==> src/core/itr_pkg.sv <==
package itr_pkg;
    // ************************************************************
    // Register map (word index on the 3-bit address)
    // ************************************************************
    localparam logic [2:0] ADDR_STATUS = 3'h0;
    localparam logic [2:0] ADDR_CONTROL = 3'h1;
    localparam logic [2:0] ADDR_RELOAD_LO = 3'h2;
    localparam logic [2:0] ADDR_RELOAD_HI = 3'h3;
    localparam logic [2:0] ADDR_CAPTURE_LO = 3'h4;
    localparam logic [2:0] ADDR_CAPTURE_HI = 3'h5;

    // ************************************************************
    // Field positions
    // ************************************************************
    localparam int STATUS_TIMEOUT_BIT = 0;
    localparam int STATUS_RUNNING_BIT = 1;
    localparam int CTRL_IRQ_EN_BIT = 0;
    localparam int CTRL_REPEAT_BIT = 1;
    localparam int CTRL_START_BIT = 2;
    localparam int CTRL_STOP_BIT = 3;

    // ************************************************************
    // Reset values
    // ************************************************************
    localparam logic [31:0] PERIOD_RESET = 32'h0000FFFF;
    localparam logic [15:0] READ_ZERO = 16'h0000;

    // Register bus request
    typedef struct packed {
        logic        wr;
        logic        rd;
        logic [2:0]  addr;
        logic [15:0] wdata;
    } itr_bus_req_t;

    // Build-time options
    typedef struct packed {
        logic writeable_period;
        logic start_stop_ctrl;
        logic stopped_at_reset;
    } itr_cfg_t;
endpackage

==> src/core/itr_timer.sv <==
// Contract
// - Status bit 1 reads 1 while counting, 0 when stopped.
// - Writing status never changes the running bit.
// - Interrupt asserted only when timeout flag and enable bit 0 both set.
// - Repeat mode keeps counting through zero; otherwise stop at zero, except stopped_at_reset without start/stop control runs on.
// - Reaching zero always reloads the full 32-bit period.
// - Control bit 2 write of 1 starts a stopped counter; else nothing.
// - Control bit 3 write of 1 stops a running counter; else nothing.
// - Without start/stop control, stop bit writes have no effect.
// - Period is 32 bits: low half bits 15..0, high half 31..16.
// - Counter loads the period on any period-half write and at zero.
// - Counter holds zero one cycle before reloading.
// - Period write stops counter unless start/stop control is absent.
// - Fixed period build: period write reloads fixed value, data ignored.
// - Capture write copies whole counter at once into both halves.
// - Capture works running or stopped and never disturbs counting.
// - Clearing timeout flag or enable removes a pending interrupt.
// - Timeout flag sets at zero, clears on a status write of zero.
`timescale 1ns/1ps
module itr_timer #(
    parameter logic [31:0] FIXED_PERIOD = itr_pkg::PERIOD_RESET // Build-time period
) (
    input wire logic ref_clk_i,               // System clock, 10 MHz
    input wire logic arst_n_i,                // Async reset, active low
    input wire itr_pkg::itr_bus_req_t bus_i,  // Register request
    input wire itr_pkg::itr_cfg_t cfg_i,      // Build options, static
    output logic [15:0] rdata_o,              // Read data, one cycle after rd
    output logic irq_o,                       // Interrupt request
    output logic zero_pulse_o                 // Count reached zero, one cycle
);
    import itr_pkg::*;

    // ************************************************************
    // State
    // ************************************************************
    logic [31:0] count;
    logic [31:0] period;
    logic [31:0] capture;
    logic running;
    logic timeout_flag;
    logic timeout_irq_enable;
    logic repeat_mode;

    logic wr_status, wr_ctrl, wr_per_lo, wr_per_hi, wr_cap;
    logic at_zero;
    logic [31:0] next_period;
    logic next_timeout_flag;
    logic next_irq_enable;

    // Write strobes
    assign wr_status = bus_i.wr && (bus_i.addr == ADDR_STATUS);
    assign wr_ctrl = bus_i.wr && (bus_i.addr == ADDR_CONTROL);
    assign wr_per_lo = bus_i.wr && (bus_i.addr == ADDR_RELOAD_LO);
    assign wr_per_hi = bus_i.wr && (bus_i.addr == ADDR_RELOAD_HI);
    assign wr_cap = bus_i.wr && (bus_i.addr == ADDR_CAPTURE_LO || bus_i.addr == ADDR_CAPTURE_HI);
    assign at_zero = running && (count == 32'h00000000);

    // Flag and enable after this cycle, so the request never lags the enable
    assign next_timeout_flag = at_zero || (timeout_flag && !(wr_status && !bus_i.wdata[STATUS_TIMEOUT_BIT]));
    assign next_irq_enable = wr_ctrl ? bus_i.wdata[CTRL_IRQ_EN_BIT] : timeout_irq_enable;

    // Period value after this cycle's write
    always_comb begin
        next_period = period;
        if (!cfg_i.writeable_period) begin
            next_period = FIXED_PERIOD;
        end else if (wr_per_lo) begin
            next_period = {period[31:16], bus_i.wdata};
        end else if (wr_per_hi) begin
            next_period = {bus_i.wdata, period[15:0]};
        end
    end

    // Stored period
    always_ff @(posedge ref_clk_i or negedge arst_n_i) begin
        if (!arst_n_i) begin
            period <= FIXED_PERIOD;
        end else begin
            period <= next_period;
        end
    end

    // Down counter
    always_ff @(posedge ref_clk_i or negedge arst_n_i) begin
        if (!arst_n_i) begin
            count <= FIXED_PERIOD;
        end else if (wr_per_lo || wr_per_hi) begin
            count <= next_period;
        end else if (at_zero) begin
            count <= period;
        end else if (running) begin
            count <= count - 32'h00000001;
        end
    end

    // Run state
    always_ff @(posedge ref_clk_i or negedge arst_n_i) begin
        if (!arst_n_i) begin
            running <= 1'b0;
        end else if (!cfg_i.start_stop_ctrl) begin
            // Without start/stop control only a start write or a one-shot zero can change state
            if (wr_ctrl && bus_i.wdata[CTRL_START_BIT]) begin
                running <= 1'b1;
            end else if (at_zero && !repeat_mode && !cfg_i.stopped_at_reset) begin
                running <= 1'b0;
            end
        end else if (wr_per_lo || wr_per_hi) begin
            running <= 1'b0;
        end else if (wr_ctrl && bus_i.wdata[CTRL_STOP_BIT]) begin
            running <= 1'b0;
        end else if (wr_ctrl && bus_i.wdata[CTRL_START_BIT]) begin
            running <= 1'b1;
        end else if (at_zero && !repeat_mode) begin
            running <= 1'b0;
        end
    end

    // Timeout flag, set wins over clear
    always_ff @(posedge ref_clk_i or negedge arst_n_i) begin
        if (!arst_n_i) begin
            timeout_flag <= 1'b0;
        end else if (at_zero) begin
            timeout_flag <= 1'b1;
        end else if (wr_status && !bus_i.wdata[STATUS_TIMEOUT_BIT]) begin
            timeout_flag <= 1'b0;
        end
    end

    // Control bits
    always_ff @(posedge ref_clk_i or negedge arst_n_i) begin
        if (!arst_n_i) begin
            timeout_irq_enable <= 1'b0;
            repeat_mode <= 1'b0;
        end else if (wr_ctrl) begin
            timeout_irq_enable <= bus_i.wdata[CTRL_IRQ_EN_BIT];
            repeat_mode <= bus_i.wdata[CTRL_REPEAT_BIT];
        end
    end

    // Snapshot of the live counter
    always_ff @(posedge ref_clk_i or negedge arst_n_i) begin
        if (!arst_n_i) begin
            capture <= 32'h00000000;
        end else if (wr_cap) begin
            capture <= count;
        end
    end

    // Interrupt and zero pulse
    always_ff @(posedge ref_clk_i or negedge arst_n_i) begin
        if (!arst_n_i) begin
            irq_o <= 1'b0;
            zero_pulse_o <= 1'b0;
        end else begin
            irq_o <= next_timeout_flag && next_irq_enable;
            zero_pulse_o <= at_zero;
        end
    end

    // Read data, reserved bits read zero
    always_ff @(posedge ref_clk_i or negedge arst_n_i) begin
        if (!arst_n_i) begin
            rdata_o <= READ_ZERO;
        end else if (bus_i.rd) begin
            rdata_o <= READ_ZERO;
            if (bus_i.addr == ADDR_STATUS) begin
                rdata_o[STATUS_TIMEOUT_BIT] <= timeout_flag;
                rdata_o[STATUS_RUNNING_BIT] <= running;
            end else if (bus_i.addr == ADDR_CONTROL) begin
                rdata_o[CTRL_IRQ_EN_BIT] <= timeout_irq_enable;
                rdata_o[CTRL_REPEAT_BIT] <= repeat_mode;
            end else if (bus_i.addr == ADDR_RELOAD_LO) begin
                rdata_o <= period[15:0];
            end else if (bus_i.addr == ADDR_RELOAD_HI) begin
                rdata_o <= period[31:16];
            end else if (bus_i.addr == ADDR_CAPTURE_LO) begin
                rdata_o <= capture[15:0];
            end else if (bus_i.addr == ADDR_CAPTURE_HI) begin
                rdata_o <= capture[31:16];
            end
        end
    end
endmodule

==> config.mk <==
export PLATFORM = sky130hd
export DESIGN_NAME = itr_timer
export DESIGN_NICKNAME = d
export VERILOG_FILES = /design/src/core/itr_pkg.sv /design/src/core/itr_timer.sv
export SDC_FILE = /design/constraint.sdc
export NUM_CORES = 1
export LEC_CHECK = 0
export BUFFER_PORTS_ARGS = -buffer_cell sky130_fd_sc_hd__buf_4
export CORE_UTILIZATION = 44
export CTS_CLUSTER_SIZE = 25
export DETAILED_ROUTE_END_ITERATION = 10
export GPL_TIMING_DRIVEN = 0
export PLACE_DENSITY = 0.59
export SYNTH_ARGS = -nofsm -noshare
export SYNTH_HDL_FRONTEND = slang
export SYNTH_SLANG_ARGS = --single-unit
==> constraint.sdc <==
create_clock -name ref_clk_i -period 4.9 [get_ports ref_clk_i]
set_clock_uncertainty 0.15 [all_clocks]
set_input_delay 0.735 -clock ref_clk_i [delete_from_list [all_inputs] [get_ports ref_clk_i]]
set_output_delay 0.735 -clock ref_clk_i [all_outputs]
set_load 0.03 [all_outputs]
Word level (Yosys, flattened, before mapping)

Cells that the tools add are included.

Add/sub/neg operators: 1
Reductions and logical operators: 26
Muxes and demuxes: 24
Equality and inequality tests: 6

Operator list:

| operator                                              | count |
|---|---|
| two-way mux 32 bit                                    | 6 |
| two-way mux 16 bit                                    | 4 |
| logical NOT 32 bit                                    | 1 |
| subtractor 32 x 1 -> 32 bit, second input constant    | 1 |
| two-way mux 14 bit                                    | 2 |
| logical AND 1 bit                                     | 13 |
| two-way mux 1 bit                                     | 10 |
| equality test 3 x 2 -> 1 bit, second input constant   | 2 |
| equality test 3 bit, second input constant            | 2 |
| nonzero test 3 bit                                    | 2 |
| inequality test 5 x 1 -> 1 bit, second input constant | 1 |
| logical NOT 1 bit                                     | 4 |
| two-way mux 2 bit                                     | 2 |
| equality test 3 x 1 -> 1 bit, second input constant   | 1 |
| logical NOT 3 bit                                     | 1 |
| logical OR 1 bit                                      | 3 |
| AND reduction 2 bit                                   | 1 |
| nonzero test 2 bit                                    | 1 |

Output and inout bits: 18
Logic and storage cells: 67
Input port bits: 26
Register bits: 118

Logic depth before layout (Yosys ltp)

Word-level depth: 8
Depth in mapped cells: 10
Gate-level depth less buffers: 8

Worst setup path after synthesis

No wires, ideal clock.

Path kind: register to register
Start: register count[0]
End: register count[28]
Arrival: 2.359 ns
Path buffers: 2
Stages on the path, launching flop included: 10
Setup time: 0.138 ns
Setup slack: 2.252 ns
Path through: dfstp_2 inv_1 ha_1 or4b_1 clkbuf_1 or4_1 buf_4 nor4_4 mux2i_1 o22ai_1

Word-level cells in the longest chain between the ends: 4
Elaborated cells between the ends (all ways): 7
Classes of those cells: add/sub: 1; mux: 3; reduce/logical: 3

Ends and longest elaborated chain:

| what                                                                     | line                             | text |
|---|---|---|
| start: declaration                                                       | itr_timer.sv:36                  | `logic [31:0] count;` |
| start signal: assignment                                                 | itr_timer.sv:88                  | `count <= next_period;` |
| start signal: assignment                                                 | itr_timer.sv:90                  | `count <= period;` |
| start signal: assignment                                                 | itr_timer.sv:92                  | `count <= count - 32'h00000001;` |
| subtractor 32 x 1 -> 32 bit / logical NOT 32 bit (equally long branches) | itr_timer.sv:92, itr_timer.sv:56 |  |
| two-way mux 32 bit / logical AND 1 bit (equally long branches)           | itr_timer.sv:91, itr_timer.sv:56 |  |
| two-way mux 32 bit                                                       | itr_timer.sv:89                  | `end else if (at_zero) begin` |
| two-way mux 32 bit                                                       | itr_timer.sv:87                  | `end else if (wr_per_lo \|\| wr_per_hi) begin` |

Several ways; a longest one is shown, not always the timed one. The select of a mux whose other input is x is not followed.
A chain may end at the register's enable or synchronous reset.

Worst setup path in the final report

Start: register count[0]
End: register running

Word-level cells in the longest chain between the ends: 6
Elaborated cells between the ends (all ways): 7
Classes of those cells: eq/ne: 1; reduce/logical: 6

Ends and longest elaborated chain:

| what                                   | line                               | text |
|---|---|---|
| logical NOT 32 bit *                   | itr_timer.sv:56                    | `assign at_zero = running && (count == 32'h00000000);` |
| logical AND 1 bit *                    | itr_timer.sv:56                    |  |
| logical AND 1 bit *                    | itr_timer.sv:104, itr_timer.sv:113 |  |
| logical AND 1 bit                      | itr_timer.sv:104                   | `end else if (at_zero && !repeat_mode && !cfg_i.stopped_at_reset) begin` |
| nonzero test 3 bit (no source line)    | -                                  |  |
| AND reduction 2 bit (no source line) * | -                                  |  |
| end signal: assignment                 | itr_timer.sv:103                   | `running <= 1'b1;` |
| end signal: assignment                 | itr_timer.sv:105                   | `running <= 1'b0;` |
| end signal: assignment                 | itr_timer.sv:114                   | `running <= 1'b0;` |
| end: declaration                       | itr_timer.sv:39                    | `logic running;` |

Mark *: on every way between the ends. The rest lies on a longest branch, timed or not.

==> results.txt <==
* Run status: finished clean
- The repair_antennas step left the layout with diodes totalling 0.
- After synthesis the cells add up to approximately 6500 um2.
* Post-CTS Repair Setup Buffers: 0
- The first detailed-routing pass took 5 iterations.
* Proportion of synthesized chip area in sequential cells: between 40 and 50%
* Die Y-Extent: 123.8 um
- After filler insertion, the fill cell instance count of the layout stands at 1,353.
- The clock drives 118 sinks.
* Clk root buf: clkbuf_16
- The number of nets in the synthesized netlist is around 700.
- The floorplan step set the die width to 123.8 um.
- Count of boundary I/O pins: between 40 and 50
- The cell that appears most often on the critical path is clkbuf_1.
- Post-synthesis sequential element count: roughly 120
- Overall power consumption: between 3 and 4 mW
- Global routing finished with a remaining overflow of 0.
* Min cycle time layout: about 3.6 ns
- The number of clock buffers added by TritonCTS is 17.
* Biggest area consumer among synthesized cells: dfrtp_1
- List of most frequent post-synthesis cells: dfrtp_1 (86), nand2_1 (61), mux2_2 (54)
* Maximum count of clock buffers along a single path: 2
- In the final layout, the share of cells above drive strength 1 is around 25%.
- Buffers placed on the I/O ports in this run total 42.
* TritonCTS clock tree: built
* Number of enable flip-flop cells after synthesis: 0
* Final total negative setup slack: 0 ns
- Of all flip-flops after synthesis, the portion carrying an async set or reset was 100.0%.
- Across every metal layer, demand over resource in global routing totals 30.27%.
- The first routing iteration left between 500 and 600 violations.
- Arrival time worst endpoint: about 3.8 ns
- The worst path uses about 74% of the clock period.
- For this design the static power due to leakage is roughly 3.4 nW.
* Quantity of hold-fixing buffers added after cts: 0
- Max-capacitance violation count: 0
- Of all nets on the critical path, the largest fanout is 10.
- Vias in the first global route: between 5,000 and 6,000
- Hold Fails Final Rpt: 0
- The setup check on the worst reg-to-reg path leaves a slack of between 1 and 1.5 ns.
* Remaining antenna violation count: 0
- The largest individual stage delay along the critical path comes from the cell clkbuf_1.
* Gate Count Post-Synth: roughly 660
- VDD sags by at most 0.2467 mV.
- Wire length of the first global-routing pass: approximately 33,000 um
* Count of nets after finishing: 744
- Dividing the detail-routed wire length by the instance count gives about 24 um.
- For the pin with the worst max-slew slack, the measured transition is 1.019 ns.
* Synth top area share: 32.95%
- Critical path endpoint category: flop
- Starting Density: ~45%
- Pin count of the biggest net entering global routing: 62
- Power spread over the standard cell area amounts to between 400 and 500 nW/um2.
- After synthesis, the netlist uses 62 different library cells.
* Depth of the worst register-to-register path: 9
- The clock tree synthesis step divided the H-tree into 4 levels.
- Worst min-delay path category: in2async
- Most common flop cell mapped by yosys: dfrtp_1
- Final Setup Violations: 0
- Unrepaired setup endpoints after global routing: no
- On the worst path, the slowest cell contributes a delay of ~0.48 ns.
* Final slew viol count: 0
- The floorplan step defined a core boundary enclosing 14,530 um2.
* DRC viols: 0
* Final RePlAce weighted congestion: ~0.95
* Overall die area: 15,340 um2
- For the worst-skew pair, the clock arrives at the later sink with an insertion delay of around 0.42 ns.
- Number of resized instances in the post-cts repair step: 0
- Compared with the post-synthesis result, the final layout area differs by 17.95%.
* Routed wire length: about 22,000 um
- Vias: ~5,700
- Cells along the critical path: inv_1 > ha_1 > or4b_1 > clkbuf_1 > nor4_4 > nand3_1 > clkbuf_1 > o31ai_1 > a22oi_1
* Row cnt: 44
* Syn_area_per_cell: 9.971 um2
- Synth area leaders: dfrtp_1 (33%), dfstp_2 (13%), mux2_2 (9.3%)
* Initial antenna violation count: 1
- At the worst endpoint, the required time is around 5.0 ns.
- In this run the tightest slew margin relative to its limit is approximately 32%.
* Placed standard-cell area: between 7000 and 8000 um2
* Critical path class: reg2reg
- Maximum clock frequency: between 0.2 and 0.3 GHz
- In the post-synthesis netlist, the cell with the most instances is dfrtp_1.
* Post-route cell area: around 7700 um2
* Number of warnings printed during yosys synthesis: 0
- Via density per instance: 6.286
- After clock tree synthesis, the clock-pin slew on the worst setup and hold paths is 0.05 ns.
* Element type at the critical path start: flop
* Placed wire-length estimate: ~16,000 um
## power breakdown
group	internal, mW	switching [mW]
Clock	0.809	0.448
Sequential	1.20	0.211
Combinational	0.319	0.431
## sequential cells by signal, summed over array words and instances (netlist names)
register / count
running: 1
count: 32
timeout_irq_enable: 1
rdata_o: 16
timeout_flag: 1
capture: 32
zero_pulse_o: 1
repeat_mode: 1
period: 32
irq_o: 1
## per-stage QoR
step	worst slack (ns)	hold WS, ns	std cells	utilization [%]
floorplan	2.252	0.2894	655	-
global placement	1.404	0.3266	881	48.69
detailed placement	1.350	0.3302	882	48.91
CTS	1.351	0.1528	914	53.00
global route	1.193	0.1695	914	53.00
finish	1.294	0.1294	914	53.00
## layout by cell type (no fill, tap or decap), types with 3 or more instances in the layout
master and instances:
a221o_1 5, o211ai_1 10, or3_1 5, mux2i_1 33
buf_6 4, nand4b_1 4, nor3_1 8, mux2_2 54
or4_1 4, a22oi_1 12, o31ai_1 19, a32oi_1 5
nor2_1 46, o21ai_0 18, nor3_2 3, dfstp_2 32
nand2b_1 3, a21boi_0 3, a21o_1 3, buf_4 42
nor2b_1 18, a21oi_1 40, clkbuf_16 17, clkbuf_8 5
o22ai_1 4, nand2_1 61, nand4_1 3, xor2_1 10
nor4_1 11, clkinv_2 6, dfrtp_1 86, a31oi_1 19
a31o_2 3, buf_2 3, buf_1 4, clkbuf_1 43
inv_1 10, o21a_1 9, nand3_1 27
## metal layers
metal | GRT usage [%] | share of wire, % | vias to the layer above
li1 | - | - | 2549
met1 | 41.59 | 44 | 2851
met2 | 44.38 | 44 | 281
met3 | 7.005 | 8.1 | 64
met4 | 15.29 | 4.2 | 0
met5 | 0 | 0 | -
## final timing paths
kind	start	end
max in group asynchronous	arst_n_i	count[14]$_DFFE_PN1P_
max	count[0]$_DFFE_PN1P_	running$_DFFE_PN0P_
max reg2reg	count[0]$_DFFE_PN1P_	running$_DFFE_PN0P_
min in group ref_clk_i	capture[1]$_DFFE_PN0P_	capture[1]$_DFFE_PN0P_
min reg2reg	capture[1]$_DFFE_PN0P_	capture[1]$_DFFE_PN0P_
min	arst_n_i	rdata_o[7]$_DFFE_PN0P_
## cell families (layout without fill, tap and decap cells)
kind of cell	after synthesis	in the layout	share of synthesized area, %
AND/OR/NAND/NOR	210	210	16.69
AO/OA/AOI/OAI	164	164	17.24
flip-flops	118	118	45.82
multiplexers	87	87	14.37
buffers and inverters	63	138	4.080
XOR/XNOR	12	12	1.609
adder cells (fa/ha/maj)	1	1	0.1915
## worst max-delay path: cells and delay by family, from the launching register on
family / cells / cell delay, ns
AO/OA/AOI/OAI: 2 / 0.47
AND/OR/NAND/NOR: 3 / 1.30
flip-flops: 1 / 0.39
adder cells (fa/ha/maj): 1 / 0.30
buffers and inverters: 3 / 0.86
## cell type report
class / count / area (um2) / share of cell area [%]
multi-input cells: 474 / 3272 / 42.47
flip-flops and latches: 118 / 2993 / 38.85
clock buffers: 23 / 498.0 / 6.464
repair buffers: 43 / 346.6 / 4.499
well taps: 184 / 230.2 / 2.988
plain buffers: 53 / 229.0 / 2.972
clock inverters: 9 / 97.59 / 1.267
inverters: 10 / 37.54 / 0.4873
Power figures use the tool's default switching activity.
